===== config.mk =====
export PLATFORM = sky130hd
export DESIGN_NAME = sspi_port
export DESIGN_NICKNAME = d
export VERILOG_FILES = /design/src/rtl/sspi_pkg.sv /design/src/rtl/sspi_port.sv
export SDC_FILE = /design/constraint.sdc
export NUM_CORES = 1
export LEC_CHECK = 0
export BUFFER_PORTS_ARGS = -buffer_cell sky130_fd_sc_hd__buf_2
export CELL_PAD_IN_SITES_DETAIL_PLACEMENT = 0
export CELL_PAD_IN_SITES_GLOBAL_PLACEMENT = 1
export CORE_MARGIN = 5
export CORE_UTILIZATION = 35
export DETAILED_ROUTE_END_ITERATION = 10
export GPL_ROUTABILITY_DRIVEN = 0
export PLACE_DENSITY = 0.83
export SLEW_MARGIN = 20
export SYNTH_ARGS = -nofsm -noshare
export SYNTH_HDL_FRONTEND = slang
export SYNTH_SLANG_ARGS = --single-unit

===== constraint.sdc =====
create_clock -name mclk -period 3 [get_ports mclk]
set_clock_uncertainty 0.1 [all_clocks]
set_input_delay 0.45 -clock mclk [delete_from_list [all_inputs] [get_ports mclk]]
set_output_delay 0.45 -clock mclk [all_outputs]
set_load 0.01 [all_outputs]

===== src/rtl/sspi_pkg.sv =====
// Purpose: Shared constants and types of the SPI serial port
// Assumes: mclk at 40 MHz
// Notes: Register indices; byte address is four times the index
package sspi_pkg;
    localparam int MCLK_MHZ = 40;
    // Register indices
    localparam logic [7:0] IDX_FLAGS = 8'h0C;
    localparam logic [7:0] IDX_BUF = 8'h13;
    localparam logic [7:0] IDX_CTRL = 8'h14;
    localparam logic [7:0] IDX_STAT = 8'h94;
    // Field positions
    localparam int CTRL_WRITE_COLLISION_FLAG = 7;
    localparam int CTRL_OV = 6;
    localparam int STAT_SMP = 7;
    localparam int STAT_CKE = 6;
    localparam int FLAG_IRQ = 3;
    // Reset values
    localparam logic [7:0] CTRL_RST = 8'h00;
    localparam logic [3:0] SYNC_RST = 4'h1;
    // Half bit periods in mclk cycles
    localparam logic [5:0] HALF_DIV4 = 6'h02;
    localparam logic [5:0] HALF_DIV16 = 6'h08;
    localparam logic [5:0] HALF_DIV64 = 6'h20;
    // Select held high this long resets the slave bit count
    localparam int SS_RESET_NS = 1000;
    localparam int SS_RESET_CYC = (SS_RESET_NS * MCLK_MHZ + 999) / 1000;
    localparam int SS_CNT_W = $clog2(SS_RESET_CYC + 1);

    typedef enum logic [3:0] {
        M_DIV4 = 4'h0,
        M_DIV16 = 4'h1,
        M_DIV64 = 4'h2,
        M_TMR = 4'h3,
        S_SS = 4'h4,
        S_NOSS = 4'h5
    } sspi_mode_e;

    typedef enum logic {
        MS_IDLE = 1'b0,
        MS_RUN = 1'b1
    } sspi_mst_e;

    typedef struct packed {
        logic write_collision_flag;
        logic ov;
        logic en;
        logic clock_polarity;
        logic [3:0] mode;
    } sspi_ctrl_s;

    typedef struct packed {
        logic sck;
        logic sdi;
        logic ss_n;
    } sspi_pin_in_s;

    typedef struct packed {
        logic sck_o;
        logic sck_oe;
        logic sdo_o;
        logic sdo_oe;
    } sspi_pin_out_s;
endpackage


===== src/rtl/sspi_port.sv =====
// Purpose: SPI mode of a synchronous serial port, AXI4-Lite registers
// Assumes: Pins resolved outside; timer_two_tick is a one-cycle pulse
// Notes: Pin inputs pass four flops, so the fastest master rate samples late
// Function
// - Master samples at middle, or at end of output time when sample_phase set
// - Edge select with polarity picks the transmit edge of the clock
// - Polarity bit sets the idle level of the serial clock
// - Mode codes 0 to 3 give master clock of div 4, 16, 64, timer/2
// - Code 4 is slave with select, code 5 slave without select
// - Port enable hands pins to the port; clear returns them to I/O
// - Data write during a shift is dropped and sets write collision
// - Slave byte completing with buffer full sets overflow and is lost
// - Overflow is never set in master mode
// - Master data write starts a full duplex transfer
// - Eight bits per transfer, MSb first, through one shift register
// - Eighth bit moves byte to buffer, sets buffer full and irq flag
// - Receive is double buffered so the next byte may shift in
// - Reading the data buffer clears buffer full
// - Shift register is reached only through the data buffer address
// - Master drives the serial clock; slave takes it as input
// - High select floats data out and pauses; low select resumes
// - Select held high in select mode resets the slave bit count
//
// Our own choice: the AXI4-Lite register port.
`timescale 1ns/1ps
module sspi_port #(
    parameter int ADDR_W = 12
) (
    // Clock and reset
    input logic mclk,
    input logic rst_n,
    // AXI4-Lite write
    input logic [ADDR_W-1:0] s_axi_awaddr,
    input logic s_axi_awvalid,
    output logic s_axi_awready,
    input logic [31:0] s_axi_wdata,
    input logic [3:0] s_axi_wstrb,
    input logic s_axi_wvalid,
    output logic s_axi_wready,
    output logic [1:0] s_axi_bresp,
    output logic s_axi_bvalid,
    input logic s_axi_bready,
    // AXI4-Lite read
    input logic [ADDR_W-1:0] s_axi_araddr,
    input logic s_axi_arvalid,
    output logic s_axi_arready,
    output logic [31:0] s_axi_rdata,
    output logic [1:0] s_axi_rresp,
    output logic s_axi_rvalid,
    input logic s_axi_rready,
    // Timer and serial pins
    input logic timer_two_tick,
    input sspi_pkg::sspi_pin_in_s pins_i,
    output sspi_pkg::sspi_pin_out_s pins_o
);
    import sspi_pkg::*;

    ////////////////////////////////////////////////////////////////////////////
    sspi_ctrl_s ctrl_r, ctrl_nxt;
    sspi_mst_e mst_r, mst_nxt;
    logic smp_r, cke_r, bf_r, irq_r, sdo_r, sck_r, sck_d_r;
    logic [7:0] buf_r, sr_r;
    logic [3:0] cnt_r;
    logic [4:0] h_r;
    logic [5:0] div_r;
    logic [2:0] sy1_r, sy2_r, sy3_r, filt_r, filt_nxt;
    logic [SS_CNT_W-1:0] ss_cnt_r;
    logic aw_got_r, w_got_r, bvalid_r, rvalid_r;
    logic [ADDR_W-1:0] aw_addr_r;
    logic [7:0] w_data_r, rdata_r;
    logic w_strb_r;
    logic [1:0] bresp_r, rresp_r;

    function automatic logic idx_known(input logic [ADDR_W-1:0] a);
        logic [7:0] i;
        i = a[9:2];
        return (a[ADDR_W-1:10] == '0) &&
            (i == IDX_FLAGS || i == IDX_BUF || i == IDX_CTRL || i == IDX_STAT);
    endfunction

    ////////////////////////////////////////////////////////////////////////////
    // Register bus decode
    wire [7:0] aw_idx = aw_addr_r[9:2];
    wire aw_ok = idx_known(aw_addr_r);
    wire wr_fire = aw_got_r && w_got_r && !bvalid_r;
    wire wr_en = wr_fire && aw_ok && w_strb_r;
    wire buf_wr = wr_en && aw_idx == IDX_BUF;
    wire ctrl_wr = wr_en && aw_idx == IDX_CTRL;
    wire stat_wr = wr_en && aw_idx == IDX_STAT;
    wire flag_wr = wr_en && aw_idx == IDX_FLAGS;
    wire [7:0] wd = w_data_r;
    wire rd_fire = s_axi_arvalid && s_axi_arready;
    wire [7:0] ar_idx = s_axi_araddr[9:2];
    wire ar_ok = idx_known(s_axi_araddr);
    wire buf_rd = rd_fire && ar_ok && ar_idx == IDX_BUF;

    // Mode decode
    wire is_master = ctrl_r.mode[3:2] == 2'b00;
    wire is_slave = ctrl_r.mode == S_SS || ctrl_r.mode == S_NOSS;
    wire ss_mode = ctrl_r.mode == S_SS;
    wire tx_on_rise = ctrl_r.clock_polarity ^ cke_r;

    // Synchronised pins: sck, sdi, ss_n
    genvar gi;
    for (gi = 0; gi < 3; gi++) begin : g_filt
        assign filt_nxt[gi] = (sy2_r[gi] == sy3_r[gi]) ? sy2_r[gi] : filt_r[gi];
    end
    wire sck_f = filt_r[2];
    wire sdi_f = filt_r[1];
    wire ss_f = filt_r[0];

    // Master bit clock
    wire [5:0] half = (ctrl_r.mode == M_DIV4) ? HALF_DIV4 :
        (ctrl_r.mode == M_DIV16) ? HALF_DIV16 : HALF_DIV64;
    wire m_busy = mst_r == MS_RUN;
    wire m_tick = m_busy && ((ctrl_r.mode == M_TMR) ? timer_two_tick :
        (div_r == half - 6'h01));
    wire m_edge = m_tick && !h_r[4];
    wire m_tx = m_edge && ((!sck_r) == tx_on_rise);
    wire m_smp = smp_r ? ((m_tx && h_r != 5'h00) || (m_tick && h_r[4])) :
        (m_edge && !m_tx);

    // Slave edges
    wire s_act = ctrl_r.en && is_slave && !(ss_mode && ss_f);
    wire s_rise = sck_f && !sck_d_r;
    wire s_fall = !sck_f && sck_d_r;
    wire s_edge = s_act && (s_rise || s_fall);
    wire s_tx = s_edge && (s_rise == tx_on_rise);
    wire s_smp = s_edge && !s_tx;

    // Shared shift path
    wire do_smp = m_smp || s_smp;
    wire do_tx = m_tx || s_tx;
    wire [3:0] cnt_plus = do_smp ? cnt_r + 4'h1 : cnt_r;
    wire [7:0] shifted = {sr_r[6:0], sdi_f};
    wire [7:0] done_byte = do_smp ? shifted : sr_r;
    wire m_done = m_tick && h_r >= 5'h0F && cnt_plus == 4'h8;
    wire s_done = s_smp && cnt_r == 4'h7;
    wire done = m_done || s_done;
    wire busy_any = m_busy || cnt_r != 4'h0;
    wire ov_event = s_done && bf_r;
    wire write_ok = buf_wr && !busy_any;
    wire write_collision_flag_set = buf_wr && busy_any;
    wire m_start = write_ok && ctrl_r.en && is_master;
    wire ss_rst = ss_mode && ss_f && ss_cnt_r == SS_CNT_W'(SS_RESET_CYC - 1);

    // Control next value; set wins over a software clear
    assign ctrl_nxt.write_collision_flag = write_collision_flag_set | (ctrl_r.write_collision_flag & ~(ctrl_wr & ~wd[CTRL_WRITE_COLLISION_FLAG]));
    assign ctrl_nxt.ov = ov_event | (ctrl_r.ov & ~(ctrl_wr & ~wd[CTRL_OV]));
    assign ctrl_nxt.en = ctrl_wr ? wd[5] : ctrl_r.en;
    assign ctrl_nxt.clock_polarity = ctrl_wr ? wd[4] : ctrl_r.clock_polarity;
    assign ctrl_nxt.mode = ctrl_wr ? wd[3:0] : ctrl_r.mode;

    // Read data
    wire [7:0] stat_rd = {smp_r, cke_r, 5'h00, bf_r};
    wire [7:0] flag_rd = {4'h0, irq_r, 3'h0};
    wire [7:0] rd_byte = (ar_idx == IDX_BUF) ? buf_r :
        (ar_idx == IDX_CTRL) ? ctrl_r :
        (ar_idx == IDX_STAT) ? stat_rd : flag_rd;

    // Pins
    assign pins_o.sck_o = sck_r;
    assign pins_o.sck_oe = ctrl_r.en && is_master;
    assign pins_o.sdo_o = sdo_r;
    assign pins_o.sdo_oe = ctrl_r.en && (is_master || s_act);

    // Bus outputs
    assign s_axi_awready = !aw_got_r && !bvalid_r;
    assign s_axi_wready = !w_got_r && !bvalid_r;
    assign s_axi_bvalid = bvalid_r;
    assign s_axi_bresp = bresp_r;
    assign s_axi_arready = !rvalid_r;
    assign s_axi_rvalid = rvalid_r;
    assign s_axi_rdata = {24'h000000, rdata_r};
    assign s_axi_rresp = rresp_r;

    ////////////////////////////////////////////////////////////////////////////
    // AXI4-Lite slave
    always_ff @(posedge mclk) begin
        if (!rst_n) begin
            aw_got_r <= 1'b0;
            w_got_r <= 1'b0;
            bvalid_r <= 1'b0;
            bresp_r <= 2'h0;
            aw_addr_r <= '0;
            w_data_r <= 8'h00;
            w_strb_r <= 1'b0;
        end else begin
            if (s_axi_awvalid && s_axi_awready) begin
                aw_got_r <= 1'b1;
                aw_addr_r <= s_axi_awaddr;
            end
            if (s_axi_wvalid && s_axi_wready) begin
                w_got_r <= 1'b1;
                w_data_r <= s_axi_wdata[7:0];
                w_strb_r <= s_axi_wstrb[0];
            end
            if (wr_fire) begin
                aw_got_r <= 1'b0;
                w_got_r <= 1'b0;
                bvalid_r <= 1'b1;
                bresp_r <= aw_ok ? 2'h0 : 2'h2;
            end else if (s_axi_bready) begin
                bvalid_r <= 1'b0;
            end
        end
    end

    always_ff @(posedge mclk) begin
        if (!rst_n) begin
            rvalid_r <= 1'b0;
            rdata_r <= 8'h00;
            rresp_r <= 2'h0;
        end else if (rd_fire) begin
            rvalid_r <= 1'b1;
            rdata_r <= ar_ok ? rd_byte : 8'h00;
            rresp_r <= ar_ok ? 2'h0 : 2'h2;
        end else if (s_axi_rready) begin
            rvalid_r <= 1'b0;
        end
    end

    ////////////////////////////////////////////////////////////////////////////
    // Registers and flags
    always_ff @(posedge mclk) begin
        if (!rst_n) begin
            ctrl_r <= CTRL_RST;
            smp_r <= 1'b0;
            cke_r <= 1'b0;
        end else begin
            ctrl_r <= ctrl_nxt;
            if (stat_wr) begin
                smp_r <= wd[STAT_SMP];
                cke_r <= wd[STAT_CKE];
            end
        end
    end

    always_ff @(posedge mclk) begin
        if (!rst_n) begin
            bf_r <= 1'b0;
            irq_r <= 1'b0;
            buf_r <= 8'h00;
        end else begin
            if (done && !ov_event) buf_r <= done_byte;
            if (done) bf_r <= 1'b1;
            else if (buf_rd) bf_r <= 1'b0;
            if (done) irq_r <= 1'b1;
            else if (flag_wr && !wd[FLAG_IRQ]) irq_r <= 1'b0;
        end
    end

    ////////////////////////////////////////////////////////////////////////////
    // Master sequencer
    always_comb begin
        mst_nxt = mst_r;
        case (mst_r)
            MS_IDLE: if (m_start) mst_nxt = MS_RUN;
            MS_RUN: if (m_done || !ctrl_r.en || !is_master) mst_nxt = MS_IDLE;
            default: mst_nxt = MS_IDLE;
        endcase
    end

    always_ff @(posedge mclk) begin
        if (!rst_n) begin
            mst_r <= MS_IDLE;
            h_r <= 5'h00;
            div_r <= 6'h00;
            sck_r <= 1'b0;
        end else begin
            mst_r <= mst_nxt;
            h_r <= !m_busy ? 5'h00 : (m_tick ? h_r + 5'h01 : h_r);
            div_r <= (!m_busy || m_tick) ? 6'h00 : div_r + 6'h01;
            if (!m_busy) sck_r <= ctrl_r.clock_polarity;
            else if (m_edge) sck_r <= !sck_r;
        end
    end

    ////////////////////////////////////////////////////////////////////////////
    // Shift register and pin synchronisers
    always_ff @(posedge mclk) begin
        if (!rst_n) begin
            sr_r <= 8'h00;
            sdo_r <= 1'b0;
            cnt_r <= 4'h0;
        end else begin
            if (write_ok) sr_r <= wd;
            else if (do_smp) sr_r <= shifted;
            if (write_ok) sdo_r <= wd[7];
            else if (do_tx) sdo_r <= do_smp ? sr_r[6] : sr_r[7];
            if (!ctrl_r.en || done || ss_rst || m_start) cnt_r <= 4'h0;
            else if (do_smp) cnt_r <= cnt_plus;
        end
    end

    always_ff @(posedge mclk) begin
        if (!rst_n) begin
            sy1_r <= SYNC_RST[2:0];
            sy2_r <= SYNC_RST[2:0];
            sy3_r <= SYNC_RST[2:0];
            filt_r <= SYNC_RST[2:0];
            sck_d_r <= 1'b0;
            ss_cnt_r <= '0;
        end else begin
            sy1_r <= pins_i;
            sy2_r <= sy1_r;
            sy3_r <= sy2_r;
            filt_r <= filt_nxt;
            sck_d_r <= sck_f;
            if (!(ss_mode && ss_f)) ss_cnt_r <= '0;
            else if (ss_cnt_r != SS_CNT_W'(SS_RESET_CYC)) ss_cnt_r <= ss_cnt_r + 1'b1;
        end
    end
endmodule


==> parameters.txt <==
Parameter                              Value

Status
  Outcome    complete, no violations

Global routing
  Number of antenna violations at the first check in global routing    0
  Pin count of the biggest net entering global routing    43
  Wire length of the first global-routing pass    17,200 um
  Global route overflow    0
  Overall routing resource usage    0.132
  Number of global-route vias before repair    3,710

Worst setup path
  Cell family contributing the most delay on the critical path    simple AND/OR/NAND/NOR gates
  Startpoint-to-endpoint class of the critical path    flip-flop to flip-flop
  Largest stage delay, worst path    0.66 ns
  Cells traversed along the worst timing path    xnor3_1 > or4b_1 > and3_2 > mux2i_4 > a211oi_4 > or2_1 > a21oi_2
  Number of cells on the critical path    7
  CP Buf/Inv Count    0
  Sort of element at the start of the critical path    flip-flop
  Crit-path slowest cell    or4b_1
  Depth of the worst register-to-register path    7
  Worst-path fanout max    7
  Required @ worst endpoint    3.11 ns
  Kind of capture point of the worst setup path    flip-flop
  Crit path DAT    2.98 ns

Timing
  Hold violation total from the final report    0
  Final setup viols    0
  Part of the cycle the worst path needs    0.959
  Highest clock frequency the design can meet    348 MHz
  Final period demand of the worst path    2.88 ns
  Final setup slack of the worst path    0.123 ns
  Setup TNS after final layout    0 ns
  Post-Route Hold Slack    0.192 ns
  Actual transition at the worst max-transition pin    0.698 ns
  Worst-case headroom to the max-slew limit    0.528
  RSZ-0062 raised after global routing    false
  Slew Viols, Final    0

Routing
  WL/cell    13.3 um
  Violation count after the first detailed-routing iteration    200
  Total vias in the final route    3,730
  First-pass detailed-route iteration total    5
  # DRC    0
  Number of routed nets with antenna violations    0
  Per-cell via count in the routed design    4.83
  Total routed wirelength    10,200 um

Synthesis
  Synthesized instance count    536
  Share of the synthesized area in the top cell type    0.427
  Count of flip-flops with a built-in enable after synthesis    0
  Average cell area after synthesis    8.58 sq um
  Fraction of the yosys area taken by sequential cells    0.427
  Cell taking the most area after synthesis    dfxtp_1
  Number of warning messages in the yosys log    0
  Cells taking the most area after synthesis    dfxtp_1 (43%), nand2_1 (5.6%), nor2_1 (5.2%)
  Post-synthesis instance area    4600 sq um
  Synth async-reset ratio    0
  Ys flop type    dfxtp_1
  Total of flip-flops plus latches after synthesis    98
  Distinct cells, synth    58

Floorplan
  Die width    125 um
  Number of cell rows    41
  DIE AREA    15,500 sq um
  IO Count    116
  Effective utilization at floorplan    0.360
  Die H    125 um
  Core box area    12,800 sq um

Finish
  Area Growth Syn to Fin    15.6%
  Layout filler cell count    1,279
  Commonest non-fill, non-tap cell in the layout    dfxtp_1
  Share of post-route cells with drive strength above 1    0.175
  Fraction of the core area covered by cells at the end of the flow    0.416
  Number of nets in the final layout    676
  Antenna diodes    0
  Fin cells    772
  Most used cells in the layout excluding fill and tap cells    dfxtp_1 (98), nand2_1 (68), nor2_1 (64)

CTS
  CTS max path bufs    2
  TritonCTS clock tree    yes
  Number of buffers inserted during clock tree synthesis    9
  Insertion delay of the later-clocked pin in the worst-skew pair    0.34 ns
  H-tree levels    3
  Clock Sinks    98
  Post-cts hold buffer count    0
  Root Driver    clkbuf_16
  Clk slew on worst S/H paths    0.06 ns

Hold path
  Hold Path Class    input pin to flip-flop
  Worst Hold Path Cells    2

Power
  Switching power summed over all nets    0.574 mW
  Share of power burned in registers    0.515
  Clock network power share    0.430
  Fraction of power spent switching nets    0.219
  Static power due to leakage    2.08 nW
  Areal power density over the cells    494 nW/um^2
  Worst IR Drop VDD    226 uV
  Combinational Power Share    0.055
  Internal    2.05 mW

Placed design
  Port Buffer Count    58
  Cell total after placement    757
  Post-detail-place hpwl    7860 um
  Pre-CTS setup slack    0.110 ns

Flow run
  Max-Cap Viols    0
==> logic make-up after synthesis <==
kind of cell,Yosys count,share of synthesized area
other,1,0.000816
AO/OA/AOI/OAI,107,0.155
multiplexers,23,0.0531
AND/OR/NAND/NOR,212,0.217
XOR/XNOR,19,0.0422
flip-flops,98,0.427
adder cells (fa/ha/maj),9,0.0245
buffers and inverters,67,0.0806
==> through the flow <==
step | cell area (sq um) | power (mW)
CTS | 5310 | 2.65
global placement | 5020 | 1.52
detailed placement | 5020 | 1.53
global route | 5310 | 2.74
floorplan | 4690 | 1.49
finish | 5310 | 2.62
==> per-layer routing <==
| layer | GRT usage | share of wire | up-vias |
|---|---|---|---|
| met5 | 0 | 0 | - |
| met2 | 0.213 | 0.47 | 72 |
| met4 | 0.0593 | 0.020 | 0 |
| met3 | 0.0266 | 0.043 | 15 |
| li1 | - | - | 1910 |
| met1 | 0.170 | 0.47 | 1733 |
==> synth_stat cells (11+ instances only) <==
library cell  instances
dfxtp_1              98
nand2_1              68
nor2_1               64
a21oi_1              34
buf_4                29
mux2i_1              21
inv_1                18
o21ai_0              15
nor3_1               14
and2_1               13
clkbuf_1             13
a211oi_1             12
nand2b_1             11
nand3_1              11
==> final timing paths <==
path / start / endpoint / slack (ns)
worst max-delay path: cke_r / buf_r[2] / 0.12
worst min-delay path: pins_i[0] / sy1_r[0] / 0.19
worst max register to register: cke_r / buf_r[2] / 0.12
worst min register to register: sy1_r[0] / sy2_r[0] / 0.31
==> power groups by stage <==
stage	Sequential, mW	Clock [mW]	Combinational, mW
3_5_place_dp	1.38	0	0.146
2_1_floorplan	1.38	0	0.119
5_1_grt	1.35	1.22	0.165
6_report	1.35	1.13	0.145
3_3_place_gp	1.38	0	0.142
4_1_cts	1.35	1.15	0.146
==> registers in the layout, summed over array words and instances (netlist names), 3 cells and up <==
| name | cells |
|---|---|
| w_data_r | 8 |
| sy1_r | 3 |
| ctrl_r | 8 |
| ss_cnt_r | 6 |
| rdata_r | 8 |
| aw_addr_r | 10 |
| buf_r | 8 |
| sy2_r | 3 |
| h_r | 5 |
| filt_r | 3 |
| sr_r | 8 |
| sy3_r | 3 |
| cnt_r | 4 |
| div_r | 6 |
==> layout make-up <==
type                            count  area (sq um)  area share
Clock inverter                      2          37.5     0.00707
Clock buffer                       13           250      0.0471
Tap cell                          172           215      0.0405
Inverter                           18          67.6      0.0127
Multi-Input combinational cell    396          2360       0.445
Timing Repair Buffer               73           415      0.0782
Sequential cell                    98          1960       0.369
==> worst register-to-register path, stage by stage (launching register included) <==
cell and delay [ns]:
dfxtp_1 0.40, xnor3_1 0.43, or4b_1 0.66, and3_2 0.27, mux2i_4 0.20, a211oi_4 0.24
or2_1 0.36, a21oi_2 0.09
==> timing repair <==
action / CTS / global route
endpoints found under the setup margin: 0 / 10
setup buffers: 0 / 0
resized for setup: 0 / 1
No activity file was read; power rests on OpenSTA's default activity.
